<file path="src/hw/rdt_params.svh">
// rdt_params.svh: offsets, field positions, reset values and divider masks
// for the reload down timer group; included by the channel, prescaler and top modules.
// Functional notes
// - count source: undivided, /2, /8, /32, subclock/32
// - decrement per tick, reload on underflow, continue
// - underflow rate is source rate over n+1
// - run bit one counts, zero stops
// - interrupt request on every underflow
// - count register read returns live counter
// - write before first tick loads reload and counter
// - write after first tick loads reload only
// - gate pin level enables or blocks counting
// - pulse pin toggles at every underflow
// - pulse pin low while timer not running
// - pins serve as port or gate/pulse function
`ifndef RDT_PARAMS_SVH
`define RDT_PARAMS_SVH

`define RDT_NUM_TIMERS 5
`define RDT_CNT_W 16
`define RDT_ADDR_W 8

`define RDT_OFS_START 8'h00
`define RDT_OFS_STAT 8'h04
`define RDT_OFS_CLR 8'h08
`define RDT_OFS_EN 8'h0c
`define RDT_OFS_PINS 8'h10
`define RDT_OFS_MODE 8'h20
`define RDT_OFS_COUNT 8'h40
`define RDT_PINS_GATE_LSB 8

`define RDT_MODE_RESET 5'h00
`define RDT_COUNT_RESET 16'h0000

`define RDT_MASK_DIV2 5'h01
`define RDT_MASK_DIV8 5'h07
`define RDT_MASK_DIV32 5'h1f

`define RDT_RESP_OKAY 2'b00
`define RDT_RESP_SLVERR 2'b10

`endif

</file>
<file path="src/hw/rdt_pkg.sv">
// rdt_pkg: types shared by the timer group modules.
// assumes nothing beyond a standard compile order.
`default_nettype none

package rdt_pkg;

  typedef enum logic [2:0] {
    SRC_UNDIV = 3'b000,
    SRC_DIV2  = 3'b001,
    SRC_DIV8  = 3'b010,
    SRC_DIV32 = 3'b011,
    SRC_SUB32 = 3'b100
  } rdt_src_t;

  typedef struct packed {
    logic pulse_en;
    logic gate_en;
    logic [2:0] src;
  } rdt_mode_t;

endpackage : rdt_pkg

`default_nettype wire

</file>
<file path="src/hw/rdt_tick_if.sv">
// rdt_tick_if: one-cycle count-source ticks, indexed by source code.
// assumes producer and consumers share one clock.
`default_nettype none

interface rdt_tick_if;
  logic [4:0] tick;
  modport src (output tick);
  modport snk (input tick);
endinterface : rdt_tick_if

`default_nettype wire

</file>
<file path="src/hw/rdt_channel.sv">
// rdt_channel: one 16-bit reload down counter with gate and pulse output.
// assumes run, mode and gate_ok are synchronous to clk.
`include "rdt_params.svh"
`default_nettype none

module rdt_channel #(
  parameter int unsigned CNT_W = `RDT_CNT_W
) (
  // clock and reset
  input wire logic clk,
  input wire logic rst_n,
  // ticks and control
  rdt_tick_if.snk ticks,
  input wire logic run,
  input wire rdt_pkg::rdt_mode_t mode,
  input wire logic gate_ok,
  // count register write
  input wire logic wr_en,
  input wire logic [CNT_W-1:0] wr_data,
  // status
  output logic [CNT_W-1:0] count,
  output logic underflow,
  output logic pulse
);

  logic [CNT_W-1:0] count_reg;
  logic [CNT_W-1:0] reload_reg;
  logic started_reg;
  logic underflow_reg;
  logic pulse_reg;
  logic tick_sel;
  logic counting;
  logic step;
  logic at_zero;

  always_comb begin
    case (rdt_pkg::rdt_src_t'(mode.src))
      rdt_pkg::SRC_UNDIV: tick_sel = ticks.tick[0];
      rdt_pkg::SRC_DIV2: tick_sel = ticks.tick[1];
      rdt_pkg::SRC_DIV8: tick_sel = ticks.tick[2];
      rdt_pkg::SRC_DIV32: tick_sel = ticks.tick[3];
      rdt_pkg::SRC_SUB32: tick_sel = ticks.tick[4];
      default: tick_sel = 1'b0;
    endcase
  end

  assign counting = run && (!mode.gate_en || gate_ok);
  assign step = counting && tick_sel;
  assign at_zero = count_reg == '0;

  always_ff @(posedge clk or negedge rst_n) begin
    if (!rst_n) started_reg <= 1'b0;
    else if (!run) started_reg <= 1'b0;
    else if (step) started_reg <= 1'b1;
  end

  always_ff @(posedge clk or negedge rst_n) begin
    if (!rst_n) reload_reg <= `RDT_COUNT_RESET;
    else if (wr_en) reload_reg <= wr_data;
  end

  always_ff @(posedge clk or negedge rst_n) begin
    if (!rst_n) count_reg <= `RDT_COUNT_RESET;
    else if (wr_en && (!run || !started_reg)) count_reg <= wr_data;
    else if (step && at_zero) count_reg <= reload_reg;
    else if (step) count_reg <= count_reg - 1'b1;
  end

  always_ff @(posedge clk or negedge rst_n) begin
    if (!rst_n) underflow_reg <= 1'b0;
    else underflow_reg <= step && at_zero;
  end

  always_ff @(posedge clk or negedge rst_n) begin
    if (!rst_n) pulse_reg <= 1'b0;
    else if (!run || !mode.pulse_en) pulse_reg <= 1'b0;
    else if (step && at_zero) pulse_reg <= !pulse_reg;
  end

  assign count = count_reg;
  assign underflow = underflow_reg;
  assign pulse = pulse_reg;

endmodule : rdt_channel

`default_nettype wire

</file>
<file path="src/hw/rdt_prescaler.sv">
// rdt_prescaler: divided tick strobes for all count sources.
// assumes a free-running subclock pin, slow against clk.
`include "rdt_params.svh"
`default_nettype none

module rdt_prescaler (
  // clock and reset
  input wire logic clk,
  input wire logic rst_n,
  // subclock pin
  input wire logic sub_clk_pin,
  // tick outputs
  rdt_tick_if.src ticks
);

  logic [4:0] div_reg;
  logic [4:0] sub_div_reg;
  logic [2:0] sub_sync_reg;
  logic sub_level_reg;
  logic sub_rise;

  always_ff @(posedge clk or negedge rst_n) begin
    if (!rst_n) div_reg <= 5'h00;
    else div_reg <= div_reg + 5'h01;
  end

  // subclock crosses domains: accept a level once stages two and three agree
  always_ff @(posedge clk or negedge rst_n) begin
    if (!rst_n) sub_sync_reg <= 3'h0;
    else sub_sync_reg <= {sub_sync_reg[1:0], sub_clk_pin};
  end

  always_ff @(posedge clk or negedge rst_n) begin
    if (!rst_n) sub_level_reg <= 1'b0;
    else if (sub_sync_reg[1] == sub_sync_reg[2])
      sub_level_reg <= sub_sync_reg[2];
  end

  assign sub_rise = (sub_sync_reg[2:1] == 2'b11) && !sub_level_reg;

  always_ff @(posedge clk or negedge rst_n) begin
    if (!rst_n) sub_div_reg <= 5'h00;
    else if (sub_rise) sub_div_reg <= sub_div_reg + 5'h01;
  end

  assign ticks.tick[0] = 1'b1;
  assign ticks.tick[1] = (div_reg & `RDT_MASK_DIV2) == `RDT_MASK_DIV2;
  assign ticks.tick[2] = (div_reg & `RDT_MASK_DIV8) == `RDT_MASK_DIV8;
  assign ticks.tick[3] = div_reg == `RDT_MASK_DIV32;
  assign ticks.tick[4] = sub_rise && (sub_div_reg == `RDT_MASK_DIV32);

endmodule : rdt_prescaler

`default_nettype wire

</file>
<file path="src/hw/rdt_top.sv">
// rdt_top: five reload down timers behind an AXI4-Lite register slave.
// assumes a single 100 MHz clock; gate and subclock pins are asynchronous.
`include "rdt_params.svh"
`default_nettype none

module rdt_top #(
  parameter int unsigned NUM_TIMERS = `RDT_NUM_TIMERS,
  parameter int unsigned CNT_W = `RDT_CNT_W,
  parameter bit GATE_ACTIVE_HIGH = 1'b1,
  parameter logic [4:0] MODE_RESET = `RDT_MODE_RESET
) (
  // clock and reset
  input wire logic CLK,
  input wire logic NRST,
  // write address channel
  input wire logic [`RDT_ADDR_W-1:0] S_AXI_AWADDR,
  input wire logic S_AXI_AWVALID,
  output logic S_AXI_AWREADY,
  // write data channel
  input wire logic [31:0] S_AXI_WDATA,
  input wire logic [3:0] S_AXI_WSTRB,
  input wire logic S_AXI_WVALID,
  output logic S_AXI_WREADY,
  // write response channel
  output logic [1:0] S_AXI_BRESP,
  output logic S_AXI_BVALID,
  input wire logic S_AXI_BREADY,
  // read address channel
  input wire logic [`RDT_ADDR_W-1:0] S_AXI_ARADDR,
  input wire logic S_AXI_ARVALID,
  output logic S_AXI_ARREADY,
  // read data channel
  output logic [31:0] S_AXI_RDATA,
  output logic [1:0] S_AXI_RRESP,
  output logic S_AXI_RVALID,
  input wire logic S_AXI_RREADY,
  // timer pins
  input wire logic [NUM_TIMERS-1:0] GATE_IN,
  input wire logic SUBCLK_IN,
  output logic [NUM_TIMERS-1:0] PULSE_OUT,
  output logic [NUM_TIMERS-1:0] PULSE_OE,
  // interrupt
  output logic IRQ
);

  localparam int unsigned N = NUM_TIMERS;

  function automatic logic [31:0] merge_strb(input logic [31:0] old_w,
                                             input logic [31:0] new_w,
                                             input logic [3:0] strb);
    logic [31:0] res;
    res = old_w;
    for (int b = 0; b < 4; b++) begin
      if (strb[b]) res[8*b +: 8] = new_w[8*b +: 8];
    end
    return res;
  endfunction : merge_strb

  function automatic logic is_mode_slot(input logic [`RDT_ADDR_W-1:0] a);
    return ((a & 8'he0) == `RDT_OFS_MODE) && (a[1:0] == 2'b00) &&
           ({29'h0, a[4:2]} < N);
  endfunction : is_mode_slot

  function automatic logic is_count_slot(input logic [`RDT_ADDR_W-1:0] a);
    return ((a & 8'he0) == `RDT_OFS_COUNT) && (a[1:0] == 2'b00) &&
           ({29'h0, a[4:2]} < N);
  endfunction : is_count_slot

  function automatic logic is_mapped(input logic [`RDT_ADDR_W-1:0] a);
    return (a == `RDT_OFS_START) || (a == `RDT_OFS_STAT) ||
           (a == `RDT_OFS_CLR) || (a == `RDT_OFS_EN) ||
           (a == `RDT_OFS_PINS) || is_mode_slot(a) || is_count_slot(a);
  endfunction : is_mapped

  // reset release
  logic rst_meta_reg;
  logic rst_n_reg;

  always_ff @(posedge CLK or negedge NRST) begin
    if (!NRST) begin
      rst_meta_reg <= 1'b0;
      rst_n_reg <= 1'b0;
    end else begin
      rst_meta_reg <= 1'b1;
      rst_n_reg <= rst_meta_reg;
    end
  end

  // write channel
  logic awready_reg;
  logic aw_got_reg;
  logic [`RDT_ADDR_W-1:0] awaddr_reg;
  logic wready_reg;
  logic w_got_reg;
  logic [31:0] wdata_reg;
  logic [3:0] wstrb_reg;
  logic bvalid_reg;
  logic [1:0] bresp_reg;
  logic wr_fire;

  // both halves held before the write, so either may arrive first
  assign wr_fire = aw_got_reg && w_got_reg && !bvalid_reg;

  always_ff @(posedge CLK or negedge rst_n_reg) begin
    if (!rst_n_reg) awready_reg <= 1'b0;
    else if (S_AXI_AWVALID && awready_reg) awready_reg <= 1'b0;
    else if (!aw_got_reg && !bvalid_reg) awready_reg <= 1'b1;
  end

  always_ff @(posedge CLK or negedge rst_n_reg) begin
    if (!rst_n_reg) begin
      aw_got_reg <= 1'b0;
      awaddr_reg <= '0;
    end else if (S_AXI_AWVALID && awready_reg) begin
      aw_got_reg <= 1'b1;
      awaddr_reg <= S_AXI_AWADDR;
    end else if (wr_fire) begin
      aw_got_reg <= 1'b0;
    end
  end

  always_ff @(posedge CLK or negedge rst_n_reg) begin
    if (!rst_n_reg) wready_reg <= 1'b0;
    else if (S_AXI_WVALID && wready_reg) wready_reg <= 1'b0;
    else if (!w_got_reg && !bvalid_reg) wready_reg <= 1'b1;
  end

  always_ff @(posedge CLK or negedge rst_n_reg) begin
    if (!rst_n_reg) begin
      w_got_reg <= 1'b0;
      wdata_reg <= 32'h0000_0000;
      wstrb_reg <= 4'h0;
    end else if (S_AXI_WVALID && wready_reg) begin
      w_got_reg <= 1'b1;
      wdata_reg <= S_AXI_WDATA;
      wstrb_reg <= S_AXI_WSTRB;
    end else if (wr_fire) begin
      w_got_reg <= 1'b0;
    end
  end

  always_ff @(posedge CLK or negedge rst_n_reg) begin
    if (!rst_n_reg) begin
      bvalid_reg <= 1'b0;
      bresp_reg <= `RDT_RESP_OKAY;
    end else if (wr_fire) begin
      bvalid_reg <= 1'b1;
      bresp_reg <= is_mapped(awaddr_reg) ? `RDT_RESP_OKAY : `RDT_RESP_SLVERR;
    end else if (S_AXI_BREADY && bvalid_reg) begin
      bvalid_reg <= 1'b0;
    end
  end

  // register file
  logic [N-1:0] run_reg;
  logic [N-1:0] irq_en_reg;
  logic [N-1:0] status_reg;
  logic [N-1:0] status_next;
  logic [N-1:0] clr_mask;
  logic [N-1:0] underflow_w;
  logic [N-1:0] pulse_w;
  logic [N-1:0] pulse_oe_reg;
  logic [N-1:0] cnt_wr;
  logic [CNT_W-1:0] count_w [N];
  rdt_pkg::rdt_mode_t mode_reg [N];
  logic [31:0] wmask_zero;
  logic irq_reg;

  assign wmask_zero = merge_strb(32'h0000_0000, wdata_reg, wstrb_reg);

  always_ff @(posedge CLK or negedge rst_n_reg) begin
    if (!rst_n_reg) run_reg <= '0;
    else if (wr_fire && awaddr_reg == `RDT_OFS_START)
      run_reg <= N'(merge_strb({{(32-N){1'b0}}, run_reg}, wdata_reg,
                            wstrb_reg));
  end

  always_ff @(posedge CLK or negedge rst_n_reg) begin
    if (!rst_n_reg) irq_en_reg <= '0;
    else if (wr_fire && awaddr_reg == `RDT_OFS_EN)
      irq_en_reg <= N'(merge_strb({{(32-N){1'b0}}, irq_en_reg}, wdata_reg,
                               wstrb_reg));
  end

  always_ff @(posedge CLK or negedge rst_n_reg) begin
    if (!rst_n_reg) begin
      for (int i = 0; i < N; i++)
        mode_reg[i] <= rdt_pkg::rdt_mode_t'(MODE_RESET);
    end else if (wr_fire && is_mode_slot(awaddr_reg)) begin
      mode_reg[awaddr_reg[4:2]] <= rdt_pkg::rdt_mode_t'(
        5'(merge_strb({27'h0, mode_reg[awaddr_reg[4:2]]}, wdata_reg,
                   wstrb_reg)));
    end
  end

  always_comb begin
    for (int i = 0; i < N; i++) begin
      cnt_wr[i] = wr_fire && is_count_slot(awaddr_reg) &&
                  ({29'h0, awaddr_reg[4:2]} == i);
    end
  end

  // a new underflow beats a clear written in the same cycle
  assign clr_mask = (wr_fire && awaddr_reg == `RDT_OFS_CLR) ?
                    wmask_zero[N-1:0] : '0;
  assign status_next = (status_reg & ~clr_mask) | underflow_w;

  always_ff @(posedge CLK or negedge rst_n_reg) begin
    if (!rst_n_reg) status_reg <= '0;
    else status_reg <= status_next;
  end

  always_ff @(posedge CLK or negedge rst_n_reg) begin
    if (!rst_n_reg) irq_reg <= 1'b0;
    else irq_reg <= |(status_reg & irq_en_reg);
  end

  // gate pins: three stages, level accepted once stages two and three agree
  logic [N-1:0] gate_s0_reg;
  logic [N-1:0] gate_s1_reg;
  logic [N-1:0] gate_s2_reg;
  logic [N-1:0] gate_lvl_reg;
  logic [N-1:0] gate_agree;
  logic [N-1:0] gate_ok;

  always_ff @(posedge CLK or negedge rst_n_reg) begin
    if (!rst_n_reg) begin
      gate_s0_reg <= '0;
      gate_s1_reg <= '0;
      gate_s2_reg <= '0;
    end else begin
      gate_s0_reg <= GATE_IN;
      gate_s1_reg <= gate_s0_reg;
      gate_s2_reg <= gate_s1_reg;
    end
  end

  assign gate_agree = ~(gate_s1_reg ^ gate_s2_reg);

  always_ff @(posedge CLK or negedge rst_n_reg) begin
    if (!rst_n_reg) gate_lvl_reg <= '0;
    else gate_lvl_reg <= (gate_lvl_reg & ~gate_agree) |
                         (gate_s2_reg & gate_agree);
  end

  assign gate_ok = GATE_ACTIVE_HIGH ? gate_lvl_reg : ~gate_lvl_reg;

  // pin function select: the pad mux uses the enable to pick the port
  always_ff @(posedge CLK or negedge rst_n_reg) begin
    if (!rst_n_reg) pulse_oe_reg <= '0;
    else begin
      for (int i = 0; i < N; i++)
        pulse_oe_reg[i] <= mode_reg[i].pulse_en;
    end
  end

  // timers
  rdt_tick_if tick_bus ();

  rdt_prescaler u_prescaler (
    .clk(CLK),
    .rst_n(rst_n_reg),
    .sub_clk_pin(SUBCLK_IN),
    .ticks(tick_bus.src)
  );

  for (genvar g = 0; g < N; g++) begin : g_timer
    rdt_channel #(
      .CNT_W(CNT_W)
    ) u_channel (
      .clk(CLK),
      .rst_n(rst_n_reg),
      .ticks(tick_bus.snk),
      .run(run_reg[g]),
      .mode(mode_reg[g]),
      .gate_ok(gate_ok[g]),
      .wr_en(cnt_wr[g]),
      .wr_data(CNT_W'(merge_strb({{(32-CNT_W){1'b0}}, count_w[g]}, wdata_reg,
                          wstrb_reg))),
      .count(count_w[g]),
      .underflow(underflow_w[g]),
      .pulse(pulse_w[g])
    );
  end

  // read channel
  logic arready_reg;
  logic rvalid_reg;
  logic [31:0] rdata_reg;
  logic [1:0] rresp_reg;
  logic [31:0] rd_word;

  always_comb begin
    rd_word = 32'h0000_0000;
    if (S_AXI_ARADDR == `RDT_OFS_START) rd_word[N-1:0] = run_reg;
    else if (S_AXI_ARADDR == `RDT_OFS_STAT) rd_word[N-1:0] = status_reg;
    else if (S_AXI_ARADDR == `RDT_OFS_EN) rd_word[N-1:0] = irq_en_reg;
    else if (S_AXI_ARADDR == `RDT_OFS_PINS) begin
      rd_word[N-1:0] = pulse_w;
      rd_word[`RDT_PINS_GATE_LSB +: N] = gate_lvl_reg;
    end else if (is_mode_slot(S_AXI_ARADDR))
      rd_word[4:0] = mode_reg[S_AXI_ARADDR[4:2]];
    else if (is_count_slot(S_AXI_ARADDR))
      rd_word[CNT_W-1:0] = count_w[S_AXI_ARADDR[4:2]];
  end

  always_ff @(posedge CLK or negedge rst_n_reg) begin
    if (!rst_n_reg) arready_reg <= 1'b0;
    else if (S_AXI_ARVALID && arready_reg) arready_reg <= 1'b0;
    else if (!rvalid_reg) arready_reg <= 1'b1;
  end

  always_ff @(posedge CLK or negedge rst_n_reg) begin
    if (!rst_n_reg) begin
      rvalid_reg <= 1'b0;
      rdata_reg <= 32'h0000_0000;
      rresp_reg <= `RDT_RESP_OKAY;
    end else if (S_AXI_ARVALID && arready_reg) begin
      rvalid_reg <= 1'b1;
      rdata_reg <= rd_word;
      rresp_reg <= is_mapped(S_AXI_ARADDR) ? `RDT_RESP_OKAY :
                   `RDT_RESP_SLVERR;
    end else if (S_AXI_RREADY && rvalid_reg) begin
      rvalid_reg <= 1'b0;
    end
  end

  assign S_AXI_AWREADY = awready_reg;
  assign S_AXI_WREADY = wready_reg;
  assign S_AXI_BVALID = bvalid_reg;
  assign S_AXI_BRESP = bresp_reg;
  assign S_AXI_ARREADY = arready_reg;
  assign S_AXI_RVALID = rvalid_reg;
  assign S_AXI_RDATA = rdata_reg;
  assign S_AXI_RRESP = rresp_reg;
  assign PULSE_OUT = pulse_w;
  assign PULSE_OE = pulse_oe_reg;
  assign IRQ = irq_reg;

endmodule : rdt_top

`default_nettype wire

</file>
<file path="config.mk">
export PLATFORM = sky130hd
export DESIGN_NAME = rdt_top
export DESIGN_NICKNAME = d
export VERILOG_FILES = /design/src/hw/rdt_pkg.sv /design/src/hw/rdt_tick_if.sv /design/src/hw/rdt_channel.sv /design/src/hw/rdt_prescaler.sv /design/src/hw/rdt_top.sv
export VERILOG_INCLUDE_DIRS = /design/src /design/src/hw
export SDC_FILE = /design/constraint.sdc
export NUM_CORES = 1
export LEC_CHECK = 0
export BUFFER_PORTS_ARGS = -buffer_cell sky130_fd_sc_hd__buf_2
export CORE_ASPECT_RATIO = 0.8
export CORE_MARGIN = 2
export CORE_UTILIZATION = 55
export DETAILED_ROUTE_END_ITERATION = 10
export PLACE_DENSITY = 0.88
export SLEW_MARGIN = 20
export SYNTH_ARGS = -nofsm -noshare
export SYNTH_HDL_FRONTEND = slang
export SYNTH_SLANG_ARGS = --single-unit
export TNS_END_PERCENT = 30
</file>
<file path="constraint.sdc">
create_clock -name CLK -period 8.95 [get_ports CLK]
set_input_delay 0.895 -clock CLK [delete_from_list [all_inputs] [get_ports CLK]]
set_output_delay 0.895 -clock CLK [all_outputs]
set_load 0.01 [all_outputs]
</file>
==> results.cfg <==
[finish]
fillCellCount = 2435
num-nets-final = 1822
layout-drive-gt1-share_pct = 14.4
antennaDiodeCount = 0
syn_to_final_growth_pct = 8.89
fin_cells = 2176

[timing]
max_freq_ghz = 0.298
fin_crit_sh_pct = 37.5
setup_violations = 0
period_needed_ns = 3.35
skew_ns = 0.0121
finalSetupTns_ns = 0
maxSlewHeadroom_pct = 29.1
worst_pin_slew_ns = 1.06
rsz0062_at_grt = no
slew_viol_final = 0
hold_viol_final = 0

[floorplan]
rows = 57
pin_count = 117
die_area_sq_um = 32000
die_x_um = 200
core_sq_um = 30200
initial_core_util_pct = 55.7
fp.dieH_um = 161

[worst_setup_path]
crit_chain = ha_1, and3_1, ha_1, mux2i_1, a21oi_1, o2111ai_1, nor2_1, a21oi_1, a221o_1
worst_ep_required_time_ns = 9.41
r2r_slack_ns = 5.60
cp-end-kind = flop
cp_max_fo = 13
critPathLaunchType = flop
ff2ff_path_depth = 9
cp.arrival_ns = 3.81
cp_slowest_cell = nor2_1
r2r_end = g_timer[1].u_channel.count[11]
timing.rr.start = u_prescaler.div_reg[0]
crit_type = reg -> reg
cpPeakStageDelay_ns = 0.81

[route]
drt_iter0_markers = 1881
routed_wirelength_um = 50000
vias = 14300
drt-wirelength-per-cell_um = 23.0
ant_nets = 0
drtPass1Iterations = 6
vias_per_cell = 6.57
drc = 0

[placed_design]
place.gp.congestion = 1.02
dp_cells = 2120
dp_hpwl_um = 34900
numPortBuffers = 80

[cts]
root_buffer = clkbuf_16
hold_buffers = 0
cts_max_path_buffers = 3
clkSinkCount = 308
tritoncts = built
cts_buffers = 30
cts_setup_buffers = 0
clkLatencyLatePin_ns = 0.57
clkSlewWorstSetupHoldPaths_ns = 0.07
cts-resized-gates = 0
cts.htree.levels = 1

[pwr]
powerDensity_nw_per_um2 = 280
p_leak_nw = 7.98
vdd_ir_drop_max_v = 0.000413

[synthesis]
synthTopCellsByCount = dfrtp_1 (308), nand2_1 (203), nor2_1 (119), o21ai_1 (113), clkbuf_1 (99)
synth_flop_cell = dfrtp_1
yosysWarnings = 0
synth_area_sq_um = 16800
synth_area_leaders = dfrtp_1 (46%), mux2i_1 (5.1%), nand2_1 (4.5%)
syn_avg_cell_area_sq_um = 9.64
synth.most_common_cell = dfrtp_1
synth_top_area_share_pct = 45.8
async_flop_share_pct = 100
synth_cell_types = 79
ys_seq_area_share_pct = 45.8
synth-edff-count = 0
synth_seq_cells = 308
synthCells = 1748
synth_top_area_cell = dfrtp_1

[global_routing]
overflow = 0
use_met1_pct = 46.2
grt_pass1_wl_um = 77900
antenna_found_initial = 1
grt_pass1_vias = 13600
use_met2_pct = 44.6
grt_max_degree = 169
busiest_layer = met1
grt.total_usage_pct = 31.4
grtUsageMet3_pct = 9.55

[worst_hold_path]
min_path_type = in -> async

[run_status]
outcome = finished clean

[flow_run]
maxCapViolCount = 0
## layout make-up
cell class	count	area (sq um)	area share [%]
inverter	31	116	0.634
timing repair buffer	98	559	3.05
multi-input combinational	1272	8390	45.7
clock inverter	11	148	0.805
clock buffer	43	901	4.91
tap	413	517	2.82
sequential	308	7710	42.0
## cell usage in the layout, fill, tap and decap left out, types with 11 or more instances in the layout
master     Yosys  routed
nand3_1       35      34
o211ai_1      12      12
o21ai_1      113     113
nand2b_1      12      11
xnor2_1       29      29
o21ai_0       80      80
o22ai_1       37      37
nand2_1      203     202
xor2_1        28      28
buf_4         24      14
conb_1         2      19
and3_1        21      21
mux2_2        50      50
mux4_2        16      16
buf_2         21      80
a21oi_1       81      81
dfrtp_1      308     306
nor2b_1       18      18
mux2i_1       86      86
a221o_1       19      19
ha_1          16      16
clkbuf_16      0      31
a22oi_1       17      17
a211oi_1      15      15
inv_1         31      31
nor2_1       119     119
nor3_1        36      35
nand3b_1      15      15
nand4_1       21      21
## cell families after synthesis
kind of cell               after synthesis  synth area share [%]
buffers and inverters                  185                  4.91
other                                    2                0.0446
adders and majority gates               21                  1.49
and+or+nand+nor                        557                  16.6
DFF                                    308                  45.8
AOI/OAI and AO/OA                      456                  17.0
muxes                                  162                  11.3
xor gates and xnor gates                57                  2.96
## layer usage
layer / routed length [um] / share of wire [%]
met5: 10 / 0.020
met4: 1540 / 3.1
met3: 6900 / 14
met2: 21400 / 43
met1: 20100 / 40
## worst max-delay path by stage
stage	from	depth (start not counted)	end
global route	awaddr_reg[3]	6	g_timer[4].u_channel.count[9]
global placement	awaddr_reg[3]	6	g_timer[4].u_channel.count[10]
detailed placement	S_AXI_ARADDR[2]	8	S_AXI_RDATA[0]
CTS	u_prescaler.sub_div_reg[0]	9	g_timer[1].u_channel.count[11]
finish	u_prescaler.div_reg[0]	9	g_timer[1].u_channel.count[11]
floorplan	rst_n_reg	0	IRQ
## power by group
group	switching, mW	internal [mW]
registers	0.645	1.71
clock network	0.566	0.785
logic	0.806	0.625
## per-stage QoR
step	power [mW]	setup slack [ns]	util [%]	instance area, sq um	hold slack (ns)
after global placement	3.63	5.30	57.0	17200	0.333
after floorplan	3.19	3.91	-	16900	0.331
after detailed placement	3.71	5.68	57.1	17300	0.336
after global routing	5.36	5.42	60.7	18300	0.0879
after CTS	5.07	5.70	60.5	18300	0.0829
final	5.14	5.60	60.7	18300	0.0936
## worst max-delay path, delay by kind of cell, from the launching register on
family,cells,cell delay (ns)
compound gates,4,1.21
simple gates,2,0.96
flops,1,0.51
fa+ha+maj,2,0.45
mux,1,0.09
Note: power is estimated with default switching activity, not from simulation.
